**config.mk**
```make
export PLATFORM = sky130hd
export DESIGN_NAME = aat_alu
export DESIGN_NICKNAME = d
export VERILOG_FILES = /design/src/hw/aat_pkg.sv /design/src/hw/aat_alu.sv
export SDC_FILE = /design/constraint.sdc
export NUM_CORES = 1
export LEC_CHECK = 0
export ABC_AREA = 1
export ABC_CLOCK_PERIOD_IN_PS = 11300
export BUFFER_PORTS_ARGS = -buffer_cell sky130_fd_sc_hd__buf_2
export CAP_MARGIN = 0
export CORE_UTILIZATION = 63
export DETAILED_ROUTE_END_ITERATION = 16
export MAX_ROUTING_LAYER = met4
export PLACE_DENSITY = 0.8
export SLEW_MARGIN = 20
export SYNTH_ARGS = -nofsm -noshare
export SYNTH_HDL_FRONTEND = slang
export SYNTH_SLANG_ARGS = --single-unit
export TNS_END_PERCENT = 20
```
**constraint.sdc**
```tcl
create_clock -name mclk -period 11.3 [get_ports mclk]
set_input_delay 0.565 -clock mclk [delete_from_list [all_inputs] [get_ports mclk]]
set_output_delay 0.565 -clock mclk [all_outputs]
set_load 0.01 [all_outputs]
```
**src/hw/aat_pkg.sv**
```systemverilog
// aat_pkg: opcodes, operand forms, flag positions and cycle counts of the execution datapath
package aat_pkg;
  typedef enum logic [3:0] {
    AAT_OP_ADD = 4'h0,
    AAT_OP_ADD_CARRY = 4'h1,
    AAT_OP_SUB_BORROW = 4'h2,
    AAT_OP_INC = 4'h3,
    AAT_OP_DEC = 4'h4,
    AAT_OP_INC_DP = 4'h5,
    AAT_OP_MUL = 4'h6,
    AAT_OP_DIV = 4'h7,
    AAT_OP_DADJ = 4'h8,
    AAT_OP_AND = 4'h9,
    AAT_OP_OR = 4'hA,
    AAT_OP_XOR = 4'hB
  } aat_op_t;
  typedef enum logic [2:0] {
    AAT_SRC_ACC = 3'h0,
    AAT_SRC_BANK = 3'h1,
    AAT_SRC_INDIRECT = 3'h2,
    AAT_SRC_DIRECT = 3'h3,
    AAT_SRC_IMM = 3'h4,
    AAT_SRC_ACC_TO_DIRECT = 3'h5,
    AAT_SRC_IMM_TO_DIRECT = 3'h6
  } aat_form_t;
  typedef enum logic [2:0] {
    AAT_IDLE = 3'b001,
    AAT_BUSY = 3'b010,
    AAT_DONE = 3'b100
  } aat_state_t;
  localparam int AAT_FLAG_CY = 7;
  localparam int AAT_FLAG_AC = 6;
  localparam int AAT_FLAG_OV = 2;
  localparam logic [7:0] AAT_ACC_RESET = 8'h00;
  localparam logic [7:0] AAT_SECOND_RESET = 8'h00;
  localparam logic [7:0] AAT_PSW_RESET = 8'h00;
  localparam logic [15:0] AAT_POINTER_RESET = 16'h0000;
  localparam logic [3:0] AAT_CYC_1 = 4'h1;
  localparam logic [3:0] AAT_CYC_2 = 4'h2;
  localparam logic [3:0] AAT_CYC_3 = 4'h3;
  localparam logic [3:0] AAT_CYC_MUL = 4'h4;
  localparam logic [3:0] AAT_CYC_DIV = 4'h8;
  localparam logic [1:0] AAT_LEN_1 = 2'h1;
  localparam logic [1:0] AAT_LEN_2 = 2'h2;
  localparam logic [1:0] AAT_LEN_3 = 2'h3;
endpackage

```
**src/hw/aat_alu.sv**
```systemverilog
// aat_alu: accumulator arithmetic and logic execution unit with per-instruction timing
// Overview of operation
// - add takes 1 byte/1 cycle with bank register, 2 cycles indirect, 2 bytes/2 cycles direct or immediate.
// - add_with_carry adds operand plus carry with the same lengths and cycles as add.
// - subtract_with_borrow subtracts operand and borrow; 1 cycle bank register, 2 cycles otherwise.
// - increment is 1 byte/1 cycle on acc or bank register, 2 cycles indirect, 2 bytes/2 cycles direct.
// - decrement is 1 cycle on acc or bank register, 2 cycles indirect, 2 bytes/2 cycles direct.
// - incrementing the 16-bit data_pointer is one byte and one cycle.
// - multiply_acc_by_second is one byte and 4 cycles.
// - decimal_adjust of the accumulator is one byte and one cycle.
// - logical_and into acc takes 1 cycle register, 2 cycles indirect, 2 bytes/2 cycles direct or immediate.
// - logical_and into a direct byte takes 2 bytes/2 cycles from acc and 3 bytes/3 cycles from immediate.
// - logical_or into acc times like logical_and: 1 cycle register, 2 cycles otherwise.
// - logical_or into a direct byte takes 2/2 from acc and 3/3 from immediate.
// - logical_xor takes 1 cycle register, 3 bytes/3 cycles immediate into direct byte, 2 cycles otherwise, 2 bytes/2 cycles acc into direct byte.
`timescale 1ns/1ns
module aat_alu (
  // clock and reset
  input wire logic mclk,
  input wire logic rst_b,
  // instruction issue
  input wire logic start,
  input wire aat_pkg::aat_op_t op,
  input wire aat_pkg::aat_form_t form,
  input wire logic [7:0] operand,
  // pipeline status
  output logic busy,
  output logic done,
  output logic [1:0] instr_len,
  // architectural state
  output logic [7:0] acc,
  output logic [7:0] second,
  output logic [7:0] psw,
  output logic [15:0] data_pointer,
  // write back of a direct, bank or indirect destination byte
  output logic wb_valid,
  output logic [7:0] wb_data
);
  ////////////////////////////////////////////////////////////////////////
  aat_pkg::aat_state_t state, next_state;
  logic [3:0] count, next_count, cyc_need;
  logic [1:0] next_instr_len, len_need;
  aat_pkg::aat_op_t op_q, next_op_q;
  aat_pkg::aat_form_t form_q, next_form_q;
  logic [7:0] opnd_q, next_opnd_q;
  logic [7:0] next_acc, next_second, next_psw, next_wb_data;
  logic [15:0] next_data_pointer;
  logic next_wb_valid;

  // cycle count and byte length per operation and operand form
  always_comb begin
    cyc_need = aat_pkg::AAT_CYC_2;
    len_need = aat_pkg::AAT_LEN_2;
    case (form)
      aat_pkg::AAT_SRC_ACC, aat_pkg::AAT_SRC_BANK: begin
        cyc_need = aat_pkg::AAT_CYC_1;
        len_need = aat_pkg::AAT_LEN_1;
      end
      aat_pkg::AAT_SRC_INDIRECT: begin
        cyc_need = aat_pkg::AAT_CYC_2;
        len_need = aat_pkg::AAT_LEN_1;
      end
      aat_pkg::AAT_SRC_IMM_TO_DIRECT: begin
        cyc_need = aat_pkg::AAT_CYC_3;
        len_need = aat_pkg::AAT_LEN_3;
      end
      default: begin
        cyc_need = aat_pkg::AAT_CYC_2;
        len_need = aat_pkg::AAT_LEN_2;
      end
    endcase
    case (op)
      aat_pkg::AAT_OP_INC_DP, aat_pkg::AAT_OP_DADJ: begin
        cyc_need = aat_pkg::AAT_CYC_1;
        len_need = aat_pkg::AAT_LEN_1;
      end
      aat_pkg::AAT_OP_MUL: begin
        cyc_need = aat_pkg::AAT_CYC_MUL;
        len_need = aat_pkg::AAT_LEN_1;
      end
      aat_pkg::AAT_OP_DIV: begin
        cyc_need = aat_pkg::AAT_CYC_DIV;
        len_need = aat_pkg::AAT_LEN_1;
      end
      default: begin
      end
    endcase
  end

  ////////////////////////////////////////////////////////////////////////
  // sequencing: results commit in the final cycle, so done marks completion
  always_comb begin
    next_state = state;
    next_count = count;
    next_op_q = op_q;
    next_form_q = form_q;
    next_opnd_q = opnd_q;
    next_instr_len = instr_len;
    case (state)
      aat_pkg::AAT_IDLE, aat_pkg::AAT_DONE: begin
        next_state = aat_pkg::AAT_IDLE;
        if (start) begin
          next_op_q = op;
          next_form_q = form;
          next_opnd_q = operand;
          next_instr_len = len_need;
          next_count = cyc_need - 4'h1;
          next_state = (cyc_need == aat_pkg::AAT_CYC_1) ? aat_pkg::AAT_DONE : aat_pkg::AAT_BUSY;
        end
      end
      aat_pkg::AAT_BUSY: begin
        next_count = count - 4'h1;
        if (count == 4'h1) begin
          next_state = aat_pkg::AAT_DONE;
        end
      end
      default: begin
        next_state = aat_pkg::AAT_IDLE;
      end
    endcase
  end

  always_ff @(posedge mclk) begin
    if (!rst_b) begin
      state <= aat_pkg::AAT_IDLE;
      count <= 4'h0;
      op_q <= aat_pkg::AAT_OP_ADD;
      form_q <= aat_pkg::AAT_SRC_ACC;
      opnd_q <= 8'h00;
      instr_len <= 2'h0;
    end else begin
      state <= next_state;
      count <= next_count;
      op_q <= next_op_q;
      form_q <= next_form_q;
      opnd_q <= next_opnd_q;
      instr_len <= next_instr_len;
    end
  end

  // issue is accepted only when idle or in the completion cycle
  assign busy = (state == aat_pkg::AAT_BUSY);
  assign done = (state == aat_pkg::AAT_DONE);

  ////////////////////////////////////////////////////////////////////////
  // datapath, evaluated on the cycle that enters DONE
  logic commit;
  logic [8:0] sum9;
  logic [4:0] sum5;
  logic [15:0] prod;
  logic [7:0] dest, logic_res, step_res;
  logic carry_in;
  logic [8:0] adj_tmp;
  // second is loaded outside this block, so a non-acc form brings its value in operand
  logic [7:0] factor;
  assign commit = (next_state == aat_pkg::AAT_DONE);

  always_comb begin
    next_acc = acc;
    next_second = second;
    next_psw = psw;
    next_data_pointer = data_pointer;
    next_wb_valid = 1'b0;
    next_wb_data = wb_data;
    sum9 = 9'h000;
    sum5 = 5'h00;
    prod = 16'h0000;
    adj_tmp = 9'h000;
    carry_in = psw[aat_pkg::AAT_FLAG_CY];
    factor = (next_form_q == aat_pkg::AAT_SRC_ACC) ? second : next_opnd_q;
    dest = (next_form_q == aat_pkg::AAT_SRC_ACC) ? acc : next_opnd_q;
    logic_res = 8'h00;
    step_res = 8'h00;
    if (commit) begin
      case (next_op_q)
        aat_pkg::AAT_OP_ADD, aat_pkg::AAT_OP_ADD_CARRY: begin
          if (next_op_q == aat_pkg::AAT_OP_ADD) begin
            carry_in = 1'b0;
          end
          sum9 = {1'b0, acc} + {1'b0, next_opnd_q} + {8'h00, carry_in};
          sum5 = {1'b0, acc[3:0]} + {1'b0, next_opnd_q[3:0]} + {4'h0, carry_in};
          next_acc = sum9[7:0];
          next_psw[aat_pkg::AAT_FLAG_CY] = sum9[8];
          next_psw[aat_pkg::AAT_FLAG_AC] = sum5[4];
          next_psw[aat_pkg::AAT_FLAG_OV] = (acc[7] == next_opnd_q[7]) && (sum9[7] != acc[7]);
        end
        aat_pkg::AAT_OP_SUB_BORROW: begin
          sum9 = {1'b0, acc} - {1'b0, next_opnd_q} - {8'h00, carry_in};
          sum5 = {1'b0, acc[3:0]} - {1'b0, next_opnd_q[3:0]} - {4'h0, carry_in};
          next_acc = sum9[7:0];
          next_psw[aat_pkg::AAT_FLAG_CY] = sum9[8];
          next_psw[aat_pkg::AAT_FLAG_AC] = sum5[4];
          next_psw[aat_pkg::AAT_FLAG_OV] = (acc[7] != next_opnd_q[7]) && (sum9[7] != acc[7]);
        end
        aat_pkg::AAT_OP_INC, aat_pkg::AAT_OP_DEC: begin
          // flags untouched, as with the classic core
          step_res = (next_op_q == aat_pkg::AAT_OP_INC) ? dest + 8'h01 : dest - 8'h01;
          if (next_form_q == aat_pkg::AAT_SRC_ACC) begin
            next_acc = step_res;
          end else begin
            next_wb_valid = 1'b1;
            next_wb_data = step_res;
          end
        end
        aat_pkg::AAT_OP_INC_DP: begin
          next_data_pointer = data_pointer + 16'h0001;
        end
        aat_pkg::AAT_OP_MUL: begin
          prod = {8'h00, acc} * {8'h00, factor};
          next_acc = prod[7:0];
          next_second = prod[15:8];
          next_psw[aat_pkg::AAT_FLAG_CY] = 1'b0;
          next_psw[aat_pkg::AAT_FLAG_OV] = (prod[15:8] != 8'h00);
        end
        aat_pkg::AAT_OP_DIV: begin
          // divide by zero leaves both registers, flags overflow
          next_psw[aat_pkg::AAT_FLAG_CY] = 1'b0;
          next_psw[aat_pkg::AAT_FLAG_OV] = (factor == 8'h00);
          if (factor != 8'h00) begin
            next_acc = acc / factor;
            next_second = acc % factor;
          end
        end
        aat_pkg::AAT_OP_DADJ: begin
          adj_tmp = {1'b0, acc};
          if (acc[3:0] > 4'h9 || psw[aat_pkg::AAT_FLAG_AC]) begin
            adj_tmp = adj_tmp + 9'h006;
          end
          if (adj_tmp[8] || psw[aat_pkg::AAT_FLAG_CY] || adj_tmp[7:4] > 4'h9) begin
            adj_tmp = adj_tmp + 9'h060;
          end
          next_acc = adj_tmp[7:0];
          next_psw[aat_pkg::AAT_FLAG_CY] = adj_tmp[8] | psw[aat_pkg::AAT_FLAG_CY];
        end
        default: begin
          // logical group; flags deliberately untouched
          case (next_op_q)
            aat_pkg::AAT_OP_AND: logic_res = acc & next_opnd_q;
            aat_pkg::AAT_OP_OR: logic_res = acc | next_opnd_q;
            default: logic_res = acc ^ next_opnd_q;
          endcase
          if (next_form_q == aat_pkg::AAT_SRC_ACC_TO_DIRECT ||
              next_form_q == aat_pkg::AAT_SRC_IMM_TO_DIRECT) begin
            next_wb_valid = 1'b1;
            next_wb_data = logic_res;
          end else begin
            next_acc = logic_res;
          end
        end
      endcase
    end
  end

  always_ff @(posedge mclk) begin
    if (!rst_b) begin
      acc <= aat_pkg::AAT_ACC_RESET;
      second <= aat_pkg::AAT_SECOND_RESET;
      psw <= aat_pkg::AAT_PSW_RESET;
      data_pointer <= aat_pkg::AAT_POINTER_RESET;
      wb_valid <= 1'b0;
      wb_data <= 8'h00;
    end else begin
      acc <= next_acc;
      second <= next_second;
      psw <= next_psw;
      data_pointer <= next_data_pointer;
      wb_valid <= next_wb_valid;
      wb_data <= next_wb_data;
    end
  end

  ////////////////////////////////////////////////////////////////////////
  // single-cycle issue completes on the next edge
  one_cycle_done_a: assert property (@(posedge mclk) disable iff (!rst_b)
    (start && !busy && form == aat_pkg::AAT_SRC_BANK && op == aat_pkg::AAT_OP_ADD)
    |=> done) else $error("one-cycle add did not complete");
  mul_four_a: assert property (@(posedge mclk) disable iff (!rst_b)
    (start && !busy && op == aat_pkg::AAT_OP_MUL) |=> busy [*3] ##1 done)
    else $error("multiply not four cycles");
  div_eight_a: assert property (@(posedge mclk) disable iff (!rst_b)
    (start && !busy && op == aat_pkg::AAT_OP_DIV) |=> busy [*7] ##1 done)
    else $error("divide not eight cycles");
  imm_direct_three_a: assert property (@(posedge mclk) disable iff (!rst_b)
    (start && !busy && form == aat_pkg::AAT_SRC_IMM_TO_DIRECT && op == aat_pkg::AAT_OP_OR)
    |=> busy [*2] ##1 (done && wb_valid && instr_len == 2'h3))
    else $error("immediate to direct not three cycles");
  pointer_step_a: assert property (@(posedge mclk) disable iff (!rst_b)
    (start && !busy && op == aat_pkg::AAT_OP_INC_DP)
    |=> (done && data_pointer == $past(data_pointer) + 16'h0001))
    else $error("data pointer step wrong");
  logic_flags_a: assert property (@(posedge mclk) disable iff (!rst_b)
    (start && !busy && op == aat_pkg::AAT_OP_XOR) |=> ##[0:1] (done && $stable(psw)))
    else $error("logical operation touched flags");
  indirect_two_a: assert property (@(posedge mclk) disable iff (!rst_b)
    (start && !busy && form == aat_pkg::AAT_SRC_INDIRECT && op == aat_pkg::AAT_OP_SUB_BORROW)
    |=> busy ##1 done) else $error("indirect subtract not two cycles");
  done_pulse_a: assert property (@(posedge mclk) disable iff (!rst_b)
    done |-> !$past(done) || $past(start)) else $error("done held without issue");
  cov_mul_c: cover property (@(posedge mclk) disable iff (!rst_b)
    start && op == aat_pkg::AAT_OP_MUL ##4 done);
  cov_div_c: cover property (@(posedge mclk) disable iff (!rst_b)
    start && op == aat_pkg::AAT_OP_DIV ##8 done);
  cov_b2b_c: cover property (@(posedge mclk) disable iff (!rst_b) done && start ##1 done);
endmodule

```
# After elaboration in Yosys (flattened, before gate mapping)
# Index checks and enable logic that the tools add are counted.
[classes] multipliers=1 n_reduce_logical=37 bitwise=6 eq_ne=34 n_addsub=15 n_mux=44 magnitude_cmp=2 div_mod_pow=2
[ops] cell="2-to-1 mux 8 bit" count=11
[ops] cell="one-hot mux 8 bit (7 select lines)" count=1
[ops] cell="2-to-1 mux 9 bit" count=6
[ops] cell="one-hot mux 8 bit (2 select lines)" count=3
[ops] cell="== test 4 x 3 -> 1 bit, second input constant" count=7
[ops] cell="adder 16 x 1 -> 16 bit, second input constant" count=1
[ops] cell="== test 4 bit, second input constant" count=4
[ops] cell="multiplier 8 x 8 -> 16 bit" count=1
[ops] cell="nonzero test 8 bit" count=2
[ops] cell="== test 3 bit, second input constant" count=5
[ops] cell="2-to-1 mux 3 bit" count=5
[ops] cell="AND reduction 2 bit" count=7
[ops] cell="== test 4 x 1 -> 1 bit, second input constant" count=3
[ops] cell="2-to-1 mux 4 bit" count=3
[ops] cell="one-hot mux 4 bit (3 select lines)" count=1
[ops] cell="OR reduction 2 bit" count=6
[ops] cell="adder 8 x 3 -> 9 bit, second input constant" count=1
[ops] cell="adder 8 x 8 -> 9 bit" count=1
[ops] cell="adder 9 x 1 -> 9 bit" count=1
[ops] cell="adder 9 x 7 -> 9 bit, second input constant" count=1
[ops] cell="subtractor 8 x 8 -> 9 bit" count=1
[ops] cell="subtractor 9 x 1 -> 9 bit" count=1
[ops] cell="adder 8 x 1 -> 8 bit, second input constant" count=1
[ops] cell="AND 8 bit" count=1
[ops] cell="40 further kinds" count=67
[word_totals] elab_cells=155 output_inout_bits=53 regBits=68 inputBits=18

# Logic depth before layout (Yosys ltp)
[depth] ltp_word=17 mapped_depth=89 depth_no_buf=87

# Worst setup path before layout
# Ideal clock, no wire load.
[synth_path] kind="input to register" start="in start" end="reg second[0]" setup_time_ps=86 t_arrival_ps=9631 path_slack_ps=1583 required_time_ps=11214 n_path_buf=2 path_stages=78 path_cell_list="buf_4 > inv_4 > nand2_1 > nand2_1 > nand3_1 > nand2_2 > inv_4 > nand3_4 > buf_6 > o21ai_2 > inv_2 > nor2_1 > nand3_1 > nand2_1 > inv_1 > ha_1 > nand2_1 > nand2_1 > [... 42 more ...] > inv_1 > nor3_1 > nand2_1 > nand3_2 > inv_1 > or2_2 > nand2_1 > ha_1 > nand2_1 > inv_1 > a221o_1 > nand2_1 > nand3_1 > nor2_1 > inv_1 > o221ai_1 > nor2_1 > a211oi_1"
[synth_between] elab_chain_len=7 elab_cells_between_ends=21 classes_between="1 x mul; 1 x div; 4 x eq/ne; 11 x mux; 4 x reduce/logical"
[synth_rtl] element="from (decl)" line_no="aat_alu.sv:22" rtl="input wire logic start,"
[synth_rtl] element="2-to-1 mux 3 bit" line_no="aat_alu.sv:102" rtl="if (start) begin"
[synth_rtl] element="2-to-1 mux 3 bit" line_no="aat_alu.sv:99" rtl="case (state)"
[synth_rtl] element="zero test 3 bit" line_no="aat_alu.sv:170" rtl="factor = (next_form_q == aat_pkg::AAT_SRC_ACC) ? second : next_opnd_q;"
[synth_rtl] element="2-to-1 mux 8 bit" line_no="aat_alu.sv:170"
[synth_rtl] element="remainder unit 8 x 8 -> 8 bit / nonzero test 8 bit (equally long branches)" line_no="aat_alu.sv:221, aat_alu.sv:219"
[synth_rtl] element="2-to-1 mux 8 bit / != test 2 bit (equally long branches)"
[synth_rtl] element="one-hot mux 8 bit (2 select lines) / AND reduction 3 bit (equally long branches)"
[synth_rtl] element="to (signal assigned)" line_no="aat_alu.sv:257" rtl="second <= aat_pkg::AAT_SECOND_RESET;"
[synth_rtl] element="to (signal assigned)" line_no="aat_alu.sv:264" rtl="second <= next_second;"
[synth_rtl] element="to (decl)" line_no="aat_alu.sv:32" rtl="output logic [7:0] second,"
# Several ways; a longest one is shown, not always the timed one. The select of a mux whose other input is x is not followed.
# A chain may end at the register's enable or synchronous reset.

# Worst setup path after layout
[layout_path] start="in start" end="reg second[1]"
# The elaborated chain is that of the path after synthesis.

==> results.py <==
metrics = {
    "status": {
        "status": "complete, no violations",
    },
    "clock_network": {
        "cts_hold_buffers": 0,
        "numCtsBuffers": 9,
        "clk_path_buf_depth": 2,
        "clk_pin_slew_ns": 0.06,
        "cts_root_buffer": "clkbuf_16",
        "clk_latency_ns": 0.34,
        "htree_num_levels": 3,
        "tritoncts": "done",
        "clock_sinks": 68,
    },
    "global_routing": {
        "grt_pass1_wl_um": 43800,
        "grt_pass1_vias": 8756,
        "antenna_found_initial": 0,
        "grt_overflow": 0,
        "track_usage_pct": 38.9,
        "grt_max_degree": 36,
    },
    "setup_path": {
        "cp-start-kind": "input pin",
        "critPathRequiredTime_ns": 11.56,
        "crit_type": "in -> reg",
        "endpoint_kind": "flop",
        "arrival_ns": 10.85,
        "crit_top_cell": "nand2_1",
        "critPathSlowestCell": "fa_1",
        "crit_fanout": 10,
        "crit_path_max_incr_delay_ns": 0.53,
    },
    "sta": {
        "hold_slack_ns": 0.461,
        "fin_crit_sh_pct": 93.7,
        "slew_headroom_pct": 46.6,
        "clock_skew_ns": 0.0107,
        "drv_slew": 0,
        "final_hold_viol_count": 0,
        "clock.fmax_mhz": 94.5,
        "final-setup-viol-count": 0,
        "min_period_ns": 10.58,
        "tightest_slew_ns": 0.801,
        "worst_slack_ns": 0.716,
    },
    "drt": {
        "wl_per_cell_um": 17.2,
        "drt-vias-per-instance": 5.84,
        "drcViolationCount": 0,
        "highest_layer": "met4",
        "detail_route.iter0.violations": 884,
        "drt_pass1_iterations": 6,
        "wl_um": 28600,
        "vias": 9677,
        "ant_nets": 0,
        "wl_met1_um": 11300,
        "met2_length_um": 12700,
        "wl_met3_um": 2790,
    },
    "finish": {
        "fillers": 1242,
        "antenna_cells": 0,
        "fin_cells": 1656,
        "syn2layout_area_growth_pct": 10.9,
        "mostFrequentLayoutCells": "nand2_1, inv_1, nor2_1",
        "multiInputGateArea_sq_um": 6910,
        "ff_latch_area_sq_um": 1360,
        "drive_gt1_share_pct": 14.0,
        "nets": 1645,
        "mostFrequentLayoutCell": "nand2_1",
    },
    "yosys": {
        "syn_area_sq_um": 9250,
        "synth_edf_count": 0,
        "synth_area_leaders": "ha_1, dfxtp_1, nand2_1",
        "yosysTopAreaCellShare_pct": 15.3,
        "ys_seq_area_share_pct": 14.7,
        "yosysUniqueCellTypes": 54,
        "synth_top_flop_cell": "dfxtp_1",
        "synth-async-reset-ratio_pct": 0,
        "syn_avg_cell_area_sq_um": 6.62,
        "yosysWarnings": 0,
        "yosysTopAreaCell": "ha_1",
        "synth-seq-cells": 68,
        "synth_cells": 1396,
    },
    "place": {
        "dpl.hpwl_um": 22100,
        "post-place-ws_ns": 0.0390,
        "io_buffers": 65,
        "placedCellCount": 1628,
        "gp_congestion": 1.07,
    },
    "worst_hold_path": {
        "min_path_type": "reg -> reg",
    },
    "die": {
        "rows": 43,
        "core-area_sq_um": 14100,
        "initial_utilization_pct": 65.6,
        "pin_count": 71,
        "dieArea_sq_um": 15200,
        "die_w_um": 123,
        "fp.dieH_um": 123,
    },
    "run": {
        "max-cap-violations": 0,
    },
}
metrics by stage:
stage / area [sq um] / TNS [ns] / util, %
finish: 10300 / 0 / 72.8
global route: 10300 / -0.792 / 72.8
CTS: 10000 / 0 / 71.2
detailed placement: 9720 / 0 / 69.0
global placement: 9720 / 0 / 69.0
floorplan: 9260 / 0 / -
registers in the layout, indices dropped and copies added (netlist names):
signal        count
wb_valid          1
acc               8
count             4
second            8
psw               3
form_q            3
wb_data           8
op_q              4
instr_len         2
state             3
opnd_q            8
data_pointer     16
critical path: cells and delay by family:
family | cells | cell delay, ns
adders and majority gates | 8 | 2.59
AOI/OAI and AO/OA | 10 | 1.72
and+or+nand+nor | 46 | 4.72
buffers and inverters | 14 | 1.21
Yosys cell counts, types with 13 or more instances:
library cell,number
a21oi_1,91
dfxtp_1,68
fa_1,42
ha_1,113
inv_1,238
inv_2,15
nand2_1,284
nand2_2,15
nand3_1,68
nor2_1,141
nor3_1,26
o21ai_0,83
or2_2,13
xor2_1,37
worst paths after layout:
| kind | start | end | slack, ns | cells after the start |
|---|---|---|---|---|
| max reg2reg | state[0] | second[1] | 0.76 | 77 |
| max | start | second[1] | 0.72 | 78 |
| min reg2reg | instr_len[1] | instr_len[1] | 0.46 | 2 |
| min | instr_len[1] | instr_len[1] | 0.46 | 2 |
kinds of logic (layout without fill, tap and decap cells):
logic type | count (synthesis) | count (layout) | share of synthesized area [%]
and+or+nand+nor | 595 | 597 | 28.9
buffers and inverters | 284 | 358 | 12.2
AOI/OAI and AO/OA | 248 | 248 | 15.5
adders and majority gates | 155 | 155 | 24.4
DFF | 68 | 68 | 14.7
xor gates and xnor gates | 45 | 45 | 4.26
other | 1 | 5 | 0.0406
routing by layer:
layer,vias up,track usage (%)
li1,4643,-
met1,4351,47.3
met2,539,61.2
met3,144,7.47
met4,0,19.7
met5,-,-
area by class of cell:
cell class                 instances  area share (%)
multi-input combinational       1050            67.4
inverter                         259            9.54
timing repair buffer              84            4.56
clock buffer                       9            2.20
clock inverter                     6           0.866
tap                              180            2.20
sequential                        68            13.3
repair_timing:
action	in CTS	in global routing
gates resized for setup	0	33
setup endpoints to repair	0	9
setup buffers	0	11
Power is left out: the tool's default activity adds up to more than one toggle a clock period on the data nets, which glitch-free logic cannot reach.
